$ cat config.mk
export PLATFORM = sky130hd
export DESIGN_NAME = cbsr_regs
export DESIGN_NICKNAME = d
export VERILOG_FILES = /design/src/cbsr_pkg.sv /design/src/cbsr_regs.sv
export SDC_FILE = /design/constraint.sdc
export NUM_CORES = 1
export LEC_CHECK = 0
export BUFFER_PORTS_ARGS = -buffer_cell sky130_fd_sc_hd__buf_2
export CAP_MARGIN = 30
export CORE_MARGIN = 8
export CORE_UTILIZATION = 30
export DETAILED_ROUTE_END_ITERATION = 10
export PLACE_DENSITY = 0.57
export SKIP_CTS_REPAIR_TIMING = 1
export SLEW_MARGIN = 20
export SYNTH_ARGS = -nofsm -noshare
export SYNTH_HDL_FRONTEND = slang
export SYNTH_SLANG_ARGS = --single-unit
$ cat constraint.sdc
create_clock -name sys_clk -period 3.9 [get_ports sys_clk]
set_input_delay 0.195 -clock sys_clk [delete_from_list [all_inputs] [get_ports sys_clk]]
set_output_delay 0.195 -clock sys_clk [all_outputs]
set_load 0.005 [all_outputs]
$ cat src/cbsr_pkg.sv
// constants, types and carriers of the clock buffer smbus register block
package cbsr_pkg;
   // register indices
   localparam logic [6:0] REG_CTRL     = 7'h00;
   localparam logic [6:0] REG_OE_LOW   = 7'h01;
   localparam logic [6:0] REG_OE_HIGH  = 7'h02;
   localparam logic [6:0] REG_OE_RB_LO = 7'h03;
   localparam logic [6:0] REG_OE_RB_HI = 7'h04;
   // control byte field positions
   localparam int CTRL_FS       = 0;
   localparam int CTRL_SW_MODE  = 1;
   localparam int CTRL_SW_EN    = 3;
   localparam int CTRL_STRAP_PL = 6;
   // reset values
   localparam logic [1:0]  RST_SW_MODE = 2'h3;
   localparam logic        RST_SW_EN   = 1'h0;
   localparam logic [11:0] RST_OE      = 12'hFFF;
   // edges after reset release before the strap pipeline holds the pins
   localparam logic [1:0]  STRAP_SETTLE = 2'h2;
   // block transfer figures
   localparam logic [7:0] BLK_CNT_MAX = 8'h20;
   localparam logic [7:0] READ_COUNT  = 8'h05;
   localparam logic [3:0] BITS_BYTE   = 4'h8;
   // position of the byte within a transaction
   localparam logic [1:0] BYTE_ADDR = 2'h0;
   localparam logic [1:0] BYTE_CMD  = 2'h1;
   localparam logic [1:0] BYTE_CNT  = 2'h2;
   localparam logic [1:0] BYTE_DATA = 2'h3;
   // pll bandwidth encoding
   localparam logic [1:0] PLL_NARROW = 2'h0;
   localparam logic [1:0] PLL_BYPASS = 2'h1;
   localparam logic [1:0] PLL_WIDE   = 2'h3;

   typedef enum logic [2:0] {
      PH_IDLE, PH_RX, PH_RX_ACK, PH_TX, PH_TX_ACK
   } cbsr_phase_e;

   typedef struct packed {
      logic scl;
      logic sda;
   } cbsr_bus_s;

   typedef struct packed {
      logic [11:0] diff_clock_output_en;
      logic [1:0]  pll_mode;
      logic        frequency_select_bit;
   } cbsr_cfg_s;

   typedef struct packed {
      cbsr_bus_s   sync1;
      cbsr_bus_s   sync2;
      cbsr_bus_s   prev;
      logic [2:0]  strap1;
      logic [2:0]  strap2;
      logic        captured;
      logic [1:0]  settle;
      logic        strap_fs;
      logic [1:0]  strap_pll;
      logic [1:0]  sw_mode;
      logic        sw_en;
      logic [11:0] oe;
      logic [1:0]  pll_mode;
      cbsr_phase_e phase;
      logic [3:0]  bitcnt;
      logic [1:0]  byte_no;
      logic        rd;
      logic        blk_ok;
      logic [6:0]  index;
      logic [7:0]  sh;
      logic        sda_oe;
   } cbsr_state_s;
endpackage : cbsr_pkg

$ cat src/cbsr_regs.sv
// smbus block read/write slave holding the clock buffer control bytes
//
// Summary of operation
// - block read command byte has msb zero, acked
// - read returns count 1..32 then data
// - write command low seven bits give index
// - command zero starts storing at register zero
// - every written byte is acknowledged
// - bit 0 reads strapped frequency select
// - bits 2:1 software mode, bit 3 enable
// - pll mode follows strap until enable set
// - software mode uses strap encoding
// - encoding 00 narrow, 01 bypass, 11 wide
// - bits 7:6 always read strapped mode
// - byte 1 enables outputs 0 to 7
// - byte 2 low nibble enables outputs 8-11
// - bytes 3,4 and bits 5:4 read zero
`timescale 1ns/1ps
module cbsr_regs #(
   parameter logic [6:0] SLAVE_ADDR = 7'h35  // arbitrary default
) (
   input  wire logic            sys_clk,
   input  wire logic            reset_n,
   input  wire cbsr_pkg::cbsr_bus_s smbus_in,
   input  wire logic            freq_select_strap,
   input  wire logic [1:0]      pll_bandwidth_strap,
   output logic                 sda_out,
   output logic                 sda_oe,
   output cbsr_pkg::cbsr_cfg_s  cfg_out
);
   import cbsr_pkg::*;

   // the fixed read count must be a legal block count
   if (READ_COUNT == 8'h00 || READ_COUNT > BLK_CNT_MAX) begin : g_bad_count
      $error("read count out of range");
   end

   cbsr_state_s s_r;
   cbsr_state_s s_nxt;
   logic        scl_rise;
   logic        scl_fall;
   logic        start_c;
   logic        stop_c;
   logic        load_data;
   logic [7:0]  rd_v;

   // ************************************************
   // register readback
   // ************************************************
   function automatic logic [7:0] rd_byte(input cbsr_state_s s,
                                          input logic [6:0] idx);
      logic [7:0] v;
      v = 8'h00;
      unique case (idx)
         REG_CTRL: begin
            v[CTRL_FS]                = s.strap_fs;
            v[CTRL_SW_MODE +: 2]      = s.sw_mode;
            v[CTRL_SW_EN]             = s.sw_en;
            v[CTRL_STRAP_PL +: 2]     = s.strap_pll;
         end
         REG_OE_LOW:  v = s.oe[7:0];
         REG_OE_HIGH: v[3:0] = s.oe[11:8];
         default:     v = 8'h00;
      endcase
      return v;
   endfunction : rd_byte

   // ************************************************
   // bus conditions
   // ************************************************
   assign scl_rise = s_r.sync2.scl & ~s_r.prev.scl;
   assign scl_fall = ~s_r.sync2.scl & s_r.prev.scl;
   assign start_c  = s_r.sync2.scl & s_r.prev.scl
                     & ~s_r.sync2.sda & s_r.prev.sda;
   assign stop_c   = s_r.sync2.scl & s_r.prev.scl
                     & s_r.sync2.sda & ~s_r.prev.sda;
   assign load_data = s_r.phase == PH_TX_ACK && scl_fall && !s_r.sda_oe
                      && s_r.byte_no == BYTE_DATA;
   assign rd_v = rd_byte(s_r, s_r.index);

   // ************************************************
   // next state
   // ************************************************
   always_comb begin
      s_nxt        = s_r;
      s_nxt.sync1  = smbus_in;
      s_nxt.sync2  = s_r.sync1;
      s_nxt.prev   = s_r.sync2;
      s_nxt.strap1 = {freq_select_strap, pll_bandwidth_strap};
      s_nxt.strap2 = s_r.strap1;
      // wait until the strap pipeline holds pin levels, not reset zeros
      if (!s_r.captured) begin
         if (s_r.settle == STRAP_SETTLE) begin
            s_nxt.captured  = 1'b1;
            s_nxt.strap_fs  = s_r.strap2[2];
            s_nxt.strap_pll = s_r.strap2[1:0];
         end else begin
            s_nxt.settle = s_r.settle + 2'h1;
         end
      end
      // software bits use the strap encoding once enabled
      s_nxt.pll_mode = s_r.sw_en ? s_r.sw_mode
                                 : s_r.strap_pll;
      if (start_c) begin
         s_nxt.phase   = PH_RX;
         s_nxt.bitcnt  = 4'h0;
         s_nxt.byte_no = BYTE_ADDR;
         s_nxt.sda_oe  = 1'b0;
      end else if (stop_c) begin
         s_nxt.phase  = PH_IDLE;
         s_nxt.sda_oe = 1'b0;
      end else begin
         unique case (s_r.phase)
            PH_IDLE: ;
            PH_RX: begin
               if (scl_rise && s_r.bitcnt != BITS_BYTE) begin
                  s_nxt.sh     = {s_r.sh[6:0], s_r.sync2.sda};
                  s_nxt.bitcnt = s_r.bitcnt + 4'h1;
               end else if (scl_fall && s_r.bitcnt == BITS_BYTE) begin
                  s_nxt.phase  = PH_RX_ACK;
                  s_nxt.sda_oe = 1'b1;
                  unique case (s_r.byte_no)
                     BYTE_ADDR: begin
                        s_nxt.rd = s_r.sh[0];
                        if (s_r.sh[7:1] != SLAVE_ADDR) begin
                           s_nxt.phase  = PH_IDLE;
                           s_nxt.sda_oe = 1'b0;
                        end
                     end
                     BYTE_CMD: begin
                        s_nxt.index  = s_r.sh[6:0];
                        s_nxt.blk_ok = ~s_r.sh[7];
                        s_nxt.byte_no = BYTE_CNT;
                     end
                     BYTE_CNT: s_nxt.byte_no = BYTE_DATA;
                     default: begin
                        if (s_r.blk_ok) begin
                           if (s_r.index == REG_CTRL) begin
                              s_nxt.sw_mode = s_r.sh[2:1];
                              s_nxt.sw_en   = s_r.sh[3];
                           end else if (s_r.index == REG_OE_LOW) begin
                              s_nxt.oe[7:0] = s_r.sh;
                           end else if (s_r.index == REG_OE_HIGH) begin
                              s_nxt.oe[11:8] = s_r.sh[3:0];
                           end
                        end
                        s_nxt.index = s_r.index + 7'h01;
                     end
                  endcase
               end
            end
            PH_RX_ACK: begin
               if (scl_fall) begin
                  s_nxt.bitcnt = 4'h0;
                  s_nxt.sda_oe = 1'b0;
                  if (s_r.byte_no == BYTE_ADDR && s_r.rd) begin
                     s_nxt.phase   = PH_TX;
                     s_nxt.sh      = READ_COUNT;
                     s_nxt.byte_no = BYTE_DATA;
                     s_nxt.sda_oe  = ~READ_COUNT[7];
                  end else begin
                     s_nxt.phase = PH_RX;
                     if (s_r.byte_no == BYTE_ADDR) begin
                        s_nxt.byte_no = BYTE_CMD;
                     end
                  end
               end
            end
            PH_TX: begin
               if (scl_fall) begin
                  if (s_r.bitcnt == BITS_BYTE - 4'h1) begin
                     s_nxt.phase  = PH_TX_ACK;
                     s_nxt.sda_oe = 1'b0;
                  end else begin
                     s_nxt.bitcnt = s_r.bitcnt + 4'h1;
                     s_nxt.sh     = {s_r.sh[6:0], 1'b0};
                     s_nxt.sda_oe = ~s_r.sh[6];
                  end
               end
            end
            PH_TX_ACK: begin
               // a nack ends the read; the host then stops
               if (scl_rise && s_r.sync2.sda) begin
                  s_nxt.phase = PH_IDLE;
               end else if (load_data) begin
                  s_nxt.phase  = PH_TX;
                  s_nxt.bitcnt = 4'h0;
                  s_nxt.sh     = rd_v;
                  s_nxt.sda_oe = ~rd_v[7];
                  s_nxt.index  = s_r.index + 7'h01;
               end
            end
         endcase
      end
   end

   always_ff @(posedge sys_clk) begin
      if (!reset_n) begin
         s_r         <= '0;
         s_r.sync1   <= '1;
         s_r.sync2   <= '1;
         s_r.prev    <= '1;
         s_r.sw_mode <= RST_SW_MODE;
         s_r.sw_en   <= RST_SW_EN;
         s_r.oe      <= RST_OE;
         s_r.phase   <= PH_IDLE;
      end else begin
         s_r <= s_nxt;
      end
   end

   assign sda_out = 1'b0;
   assign sda_oe  = s_r.sda_oe;
   assign cfg_out = '{diff_clock_output_en: s_r.oe,
                      pll_mode:             s_r.pll_mode,
                      frequency_select_bit: s_r.strap_fs};
endmodule : cbsr_regs

# Word level (Yosys, flattened, before mapping)
# Index checks and enable logic that the tools add are counted.
# classes
n_addsub	3
eq_ne	34
n_mux	49
n_bitwise	23
reduce_logical	32
# op_table
operator	count
$mux W9	4
$pmux W9 S4	1
$mux W16	2
$pmux W7 S2	2
$pmux W7 S4	1
$reduce_and A7 Y1	4
$ne A4 B4 Y1 const B	6
$reduce_and A8 Y1	3
$mux W23	1
$mux W11	2
$ne A2 B2 Y1 const B	11
$mux W7	3
$reduce_and A10 Y1	2
$mux W3	6
$mux W2	8
$mux W8	2
$not A1 Y1	16
$mux W4	3
$pmux W2 S2	3
$pmux W4 S3	1
$reduce_and A6 Y1	2
$mux W1	9
$reduce_and A9 Y1	1
$add A7 B1 Y7 const B	1
other kinds (28)	47
# totals
regBits	62
input_bits	7
out_inout_bits	17
elab_cells	167

# Longest topological paths before layout
# logic_depth
depth_word	10
ltp_mapped	8
depth_no_buf	7

# Worst setup path before layout
# OpenSTA, ideal clock, no wires.
# synth_path
path_type	register to register
start	reg s_r[13] in the netlist's numbering
end	reg s_r[2] in the netlist's numbering
setup_ns	0.079
arrival_ns	1.758
required_time_ns	3.821
path_slack_ns	2.063
stages_incl_launch_ff	6
n_path_buf	0
period_less_slack_ns	1.837
path_cell_list	dfxtp_1 -> or4_4 -> or4_4 -> nor2_1 -> a21oi_1 -> a211oi_2
# synth_between
elab_chain_cells	5
elab_cells_between_ends	7
classes_between	eq/ne (2); mux (4); reduce/logical (1)
# synth_rtl
item	line	text
start, declared	cbsr_regs.sv:38	cbsr_state_s s_r;
start signal, assigned	cbsr_regs.sv:208	s_r <= s_nxt;
$eq A7 B2 Y1 (tied with other cells)	cbsr_regs.sv:54	unique case (idx)
$pmux W4 S3 (*)	cbsr_regs.sv:54	
$mux W16 (*)	cbsr_regs.sv:185	end else if (load_data) begin
$mux W16 (*)	cbsr_regs.sv:183	if (scl_rise && s_r.sync2.sda) begin
$pmux W9 S4 (*)	cbsr_regs.sv:113	unique case (s_r.phase)
# Every way passes the cells marked *; elsewhere a longest branch is shown, timed or not. The select of a mux whose other input is x is not followed.
# A chain may end at the register's enable or synchronous reset.

# Final worst setup path
# layout_path
start	reg s_r[24] in the netlist's numbering
end	reg s_r, in the netlist cfg_out[4]
# layout_between
elab_chain_cells	2
# layout_rtl
item	line
$eq A3 B1 Y1	cbsr_regs.sv:113
$reduce_and A9 Y1 (no source line)	--
# Every way passes these cells.

==> metrics.cfg <==
[grt]
grt_usage = 0.114
grt_max_degree = 35
grt_pass1_vias = 2601
grt_pass1_wl_um = 13300
antenna_found_initial = 0
overflow = 0

[floorplanning]
dieArea_mm2 = 0.0142
design.portCount = 24
rows = 37
initial_core_util = 0.308
die_w_um = 119
die_height_um = 119
core_mm2 = 0.0103

[setup_path]
ff2ff_path_depth = 5
cp_slowest_stage_delay_ns = 0.59
endpoint = cfg_out[4]$_SDFFE_PN1P_
startpoint_type = flip-flop
rr_startpoint = s_r[24]$_SDFFE_PN0P_
reg2reg_slack_ns = 1.37
crit_type = reg2reg
worst-path-max-fanout = 15
cpMaxStageDelayCell = dfxtp_1
rr_endpoint = cfg_out[4]$_SDFFE_PN1P_
setup.worst_path.start = s_r[24]$_SDFFE_PN0P_
crit_chain = or3b_2, nor3_4, nand4b_1, mux2i_1, nand2_1
end_kind = flip-flop
required_ns = 4.11
cp_data_arrival_time_ns = 2.74

[sta]
fin_worst_skew_ns = 0.0115
max-slew-margin-rel = 0.475
worstMarginPinSlew_ns = 0.787
setup_viol = 0
rsz0062_at_grt = false
tns_ns = 0
hold_viol = 0
fmax_mhz = 395
fin_crit_ns = 2.53
finalCritPeriodShare = 0.650
drv_slew = 0

[clock_network]
worstSkewPairLatency_ns = 0.34
htree_levels = 3
tritoncts = yes
clockBufferDepth = 2
clockRootBuffer = clkbuf_8
path_clk_slew_ns = 0.07
cts_made_buffers = 9
cts_sinks = 62

[detailed_routing]
num_vias = 2700
drtIter0Drc = 297
finalWirelength_um = 7910
dr.pass1.iters = 5
wl_per_cell_um = 15.4
antenna_left = 0
vias_per_cell = 5.25
detail_route.drc_violations = 0

[finish]
final_core_util = 0.337
fillers = 1068
multi_input_area_mm2 = 0.00171
drive_gt1_frac = 0.135
seqCellArea_mm2 = 0.00124
synthToLayoutAreaGrowth_pct = 9.24
layoutNonFillerInstCount = 514
fin_nets = 387
n_antenna_cell = 0

[placement]
place.gp.congestion = 0.832
dpl.cell_count = 498
hpwlAfterDp_um = 5590
portBuffers = 22

[pwr]
clkPwrFrac = 0.341
p_seq_frac = 0.471
sw_frac_of_total = 0.326
pwr-share-comb = 0.187
powerDensity_mw_per_mm2 = 478
switchingPower_uw = 542
p_leak_nw = 1.34
p_int_mw = 1.12
peakVddDrop_mv = 0.221

[logic_synthesis]
yosys.area.top_type = dfxtp_1
ys.flop_type = dfxtp_1
ys_seq_elements = 62
synth_cell_types = 53
synth_top_area_frac = 0.390
syn_area_per_cell_um2 = 8.56
synth_area_mm2 = 0.00318
synth_most_common_cell = dfxtp_1
synth-seq-area-share = 0.390
synthTopCellsByArea = dfxtp_1 (39%), mux2i_1 (6.9%), nand2_1 (4.4%), a21oi_1 (4.1%), buf_4 (3.8%)
synth-edff-count = 0
synthArstFlopShare = 0
synth_commonest_cells = dfxtp_1 (62), nand2_1 (37), nor2_1 (31)
synth_fp_nets = 386
ys.warnings.count = 0
syn_inst = 372

[min_path]
holdCritStartpoint = smbus_in[1]
hold_class = in2reg

[job]
cap_violations = 0

[run_status]
outcome = finished clean

-- how the worst min path moves through the flow --
stage | end | slack, ns | cells after the start
CTS | s_nxt[59]$_SDFF_PN1_ | 0.01 | 2
finish | s_nxt[59]$_SDFF_PN1_ | 0.03 | 2
floorplan | s_r[56]$_SDFF_PN1_ | 0.29 | 1
global placement | s_nxt[58]$_SDFF_PN1_ | 0.37 | 2
detailed placement | s_nxt[58]$_SDFF_PN1_ | 0.38 | 2
global route | s_nxt[59]$_SDFF_PN1_ | 0.01 | 2
-- layer usage --
layer  track usage  share of wire  up-vias
met4        0.0435          0.018        0
met5             0              0        -
met3        0.0316          0.039       11
met1         0.151           0.49     1307
met2         0.173           0.46       57
li1              -              -     1325
-- placed cells by master, fill, tap and decap left out, types with 3 or more instances in the layout --
cell        Yosys  final
nand3b_1        5      5
dfxtp_1        62     62
mux2i_1        22     22
xnor2_1         3      3
and2_1          8      8
a31oi_1         4      4
nor3_1         11     11
or4_4           3      3
nor2_1         31     31
and3b_1         4      4
nand2_1        37     37
inv_1          12     12
a221oi_1        3      3
clkbuf_8        0      9
o32ai_1         3      3
nor2b_1         4      4
nand2b_1       13     13
a22oi_1         3      3
nor4_1          4      4
a222oi_1        4      4
ha_1            7      7
clkinvlp_4      0      3
a21oi_1        26     26
buf_2           6     22
o22ai_1         3      3
o21ai_0        13     13
a211oi_1        5      5
nand3_1        11     11
-- cells by family after synthesis --
group | share of synthesized area
simple gates | 0.246
mux | 0.0692
fa+ha+maj | 0.0275
compound gates | 0.180
buf+inv | 0.0743
flops | 0.390
other cells | 0.00118
xor+xnor | 0.0110
-- per-stage QoR --
stage | cell area [µm²] | setup slack, ns | hold WS (ns) | power [mW]
after CTS | 3480 | 1.37 | 0.0150 | 1.68
after global routing | 3480 | 1.15 | 0.0144 | 1.76
after floorplan | 3180 | 2.06 | 0.291 | 1.02
final | 3480 | 1.37 | 0.0338 | 1.66
after detailed placement | 3280 | 1.36 | 0.378 | 1.11
after global placement | 3280 | 1.44 | 0.374 | 1.09
-- cell type report --
cell class	instances	share of cell area
multi-input combinational	265	0.490
sequential	62	0.357
tap	136	0.0489
clock buffer	10	0.0367
timing repair buffer	23	0.0338
clock inverter	6	0.0202
inverter	12	0.0130
-- critical path: cells and delay by family, from the launching register on --
family,cells,cell delay (ns)
and+or+nand+nor,4,1.48
muxes,1,0.34
DFF,1,0.59
-- flip-flops by register name (all words and copies together) (netlist names) --
name,flops
cfg_out,15
s_nxt,7
s_r,39
sda_oe,1
-- power by group through the flow --
stage / sequential (mW) / combinational (mW) / clock, mW
4_1_cts: 0.781 / 0.310 / 0.585
6_report: 0.783 / 0.311 / 0.567
2_1_floorplan: 0.746 / 0.270 / 0
5_1_grt: 0.794 / 0.348 / 0.617
3_5_place_dp: 0.797 / 0.309 / 0
3_3_place_gp: 0.793 / 0.299 / 0
Note: power is estimated with default switching activity, not from simulation.
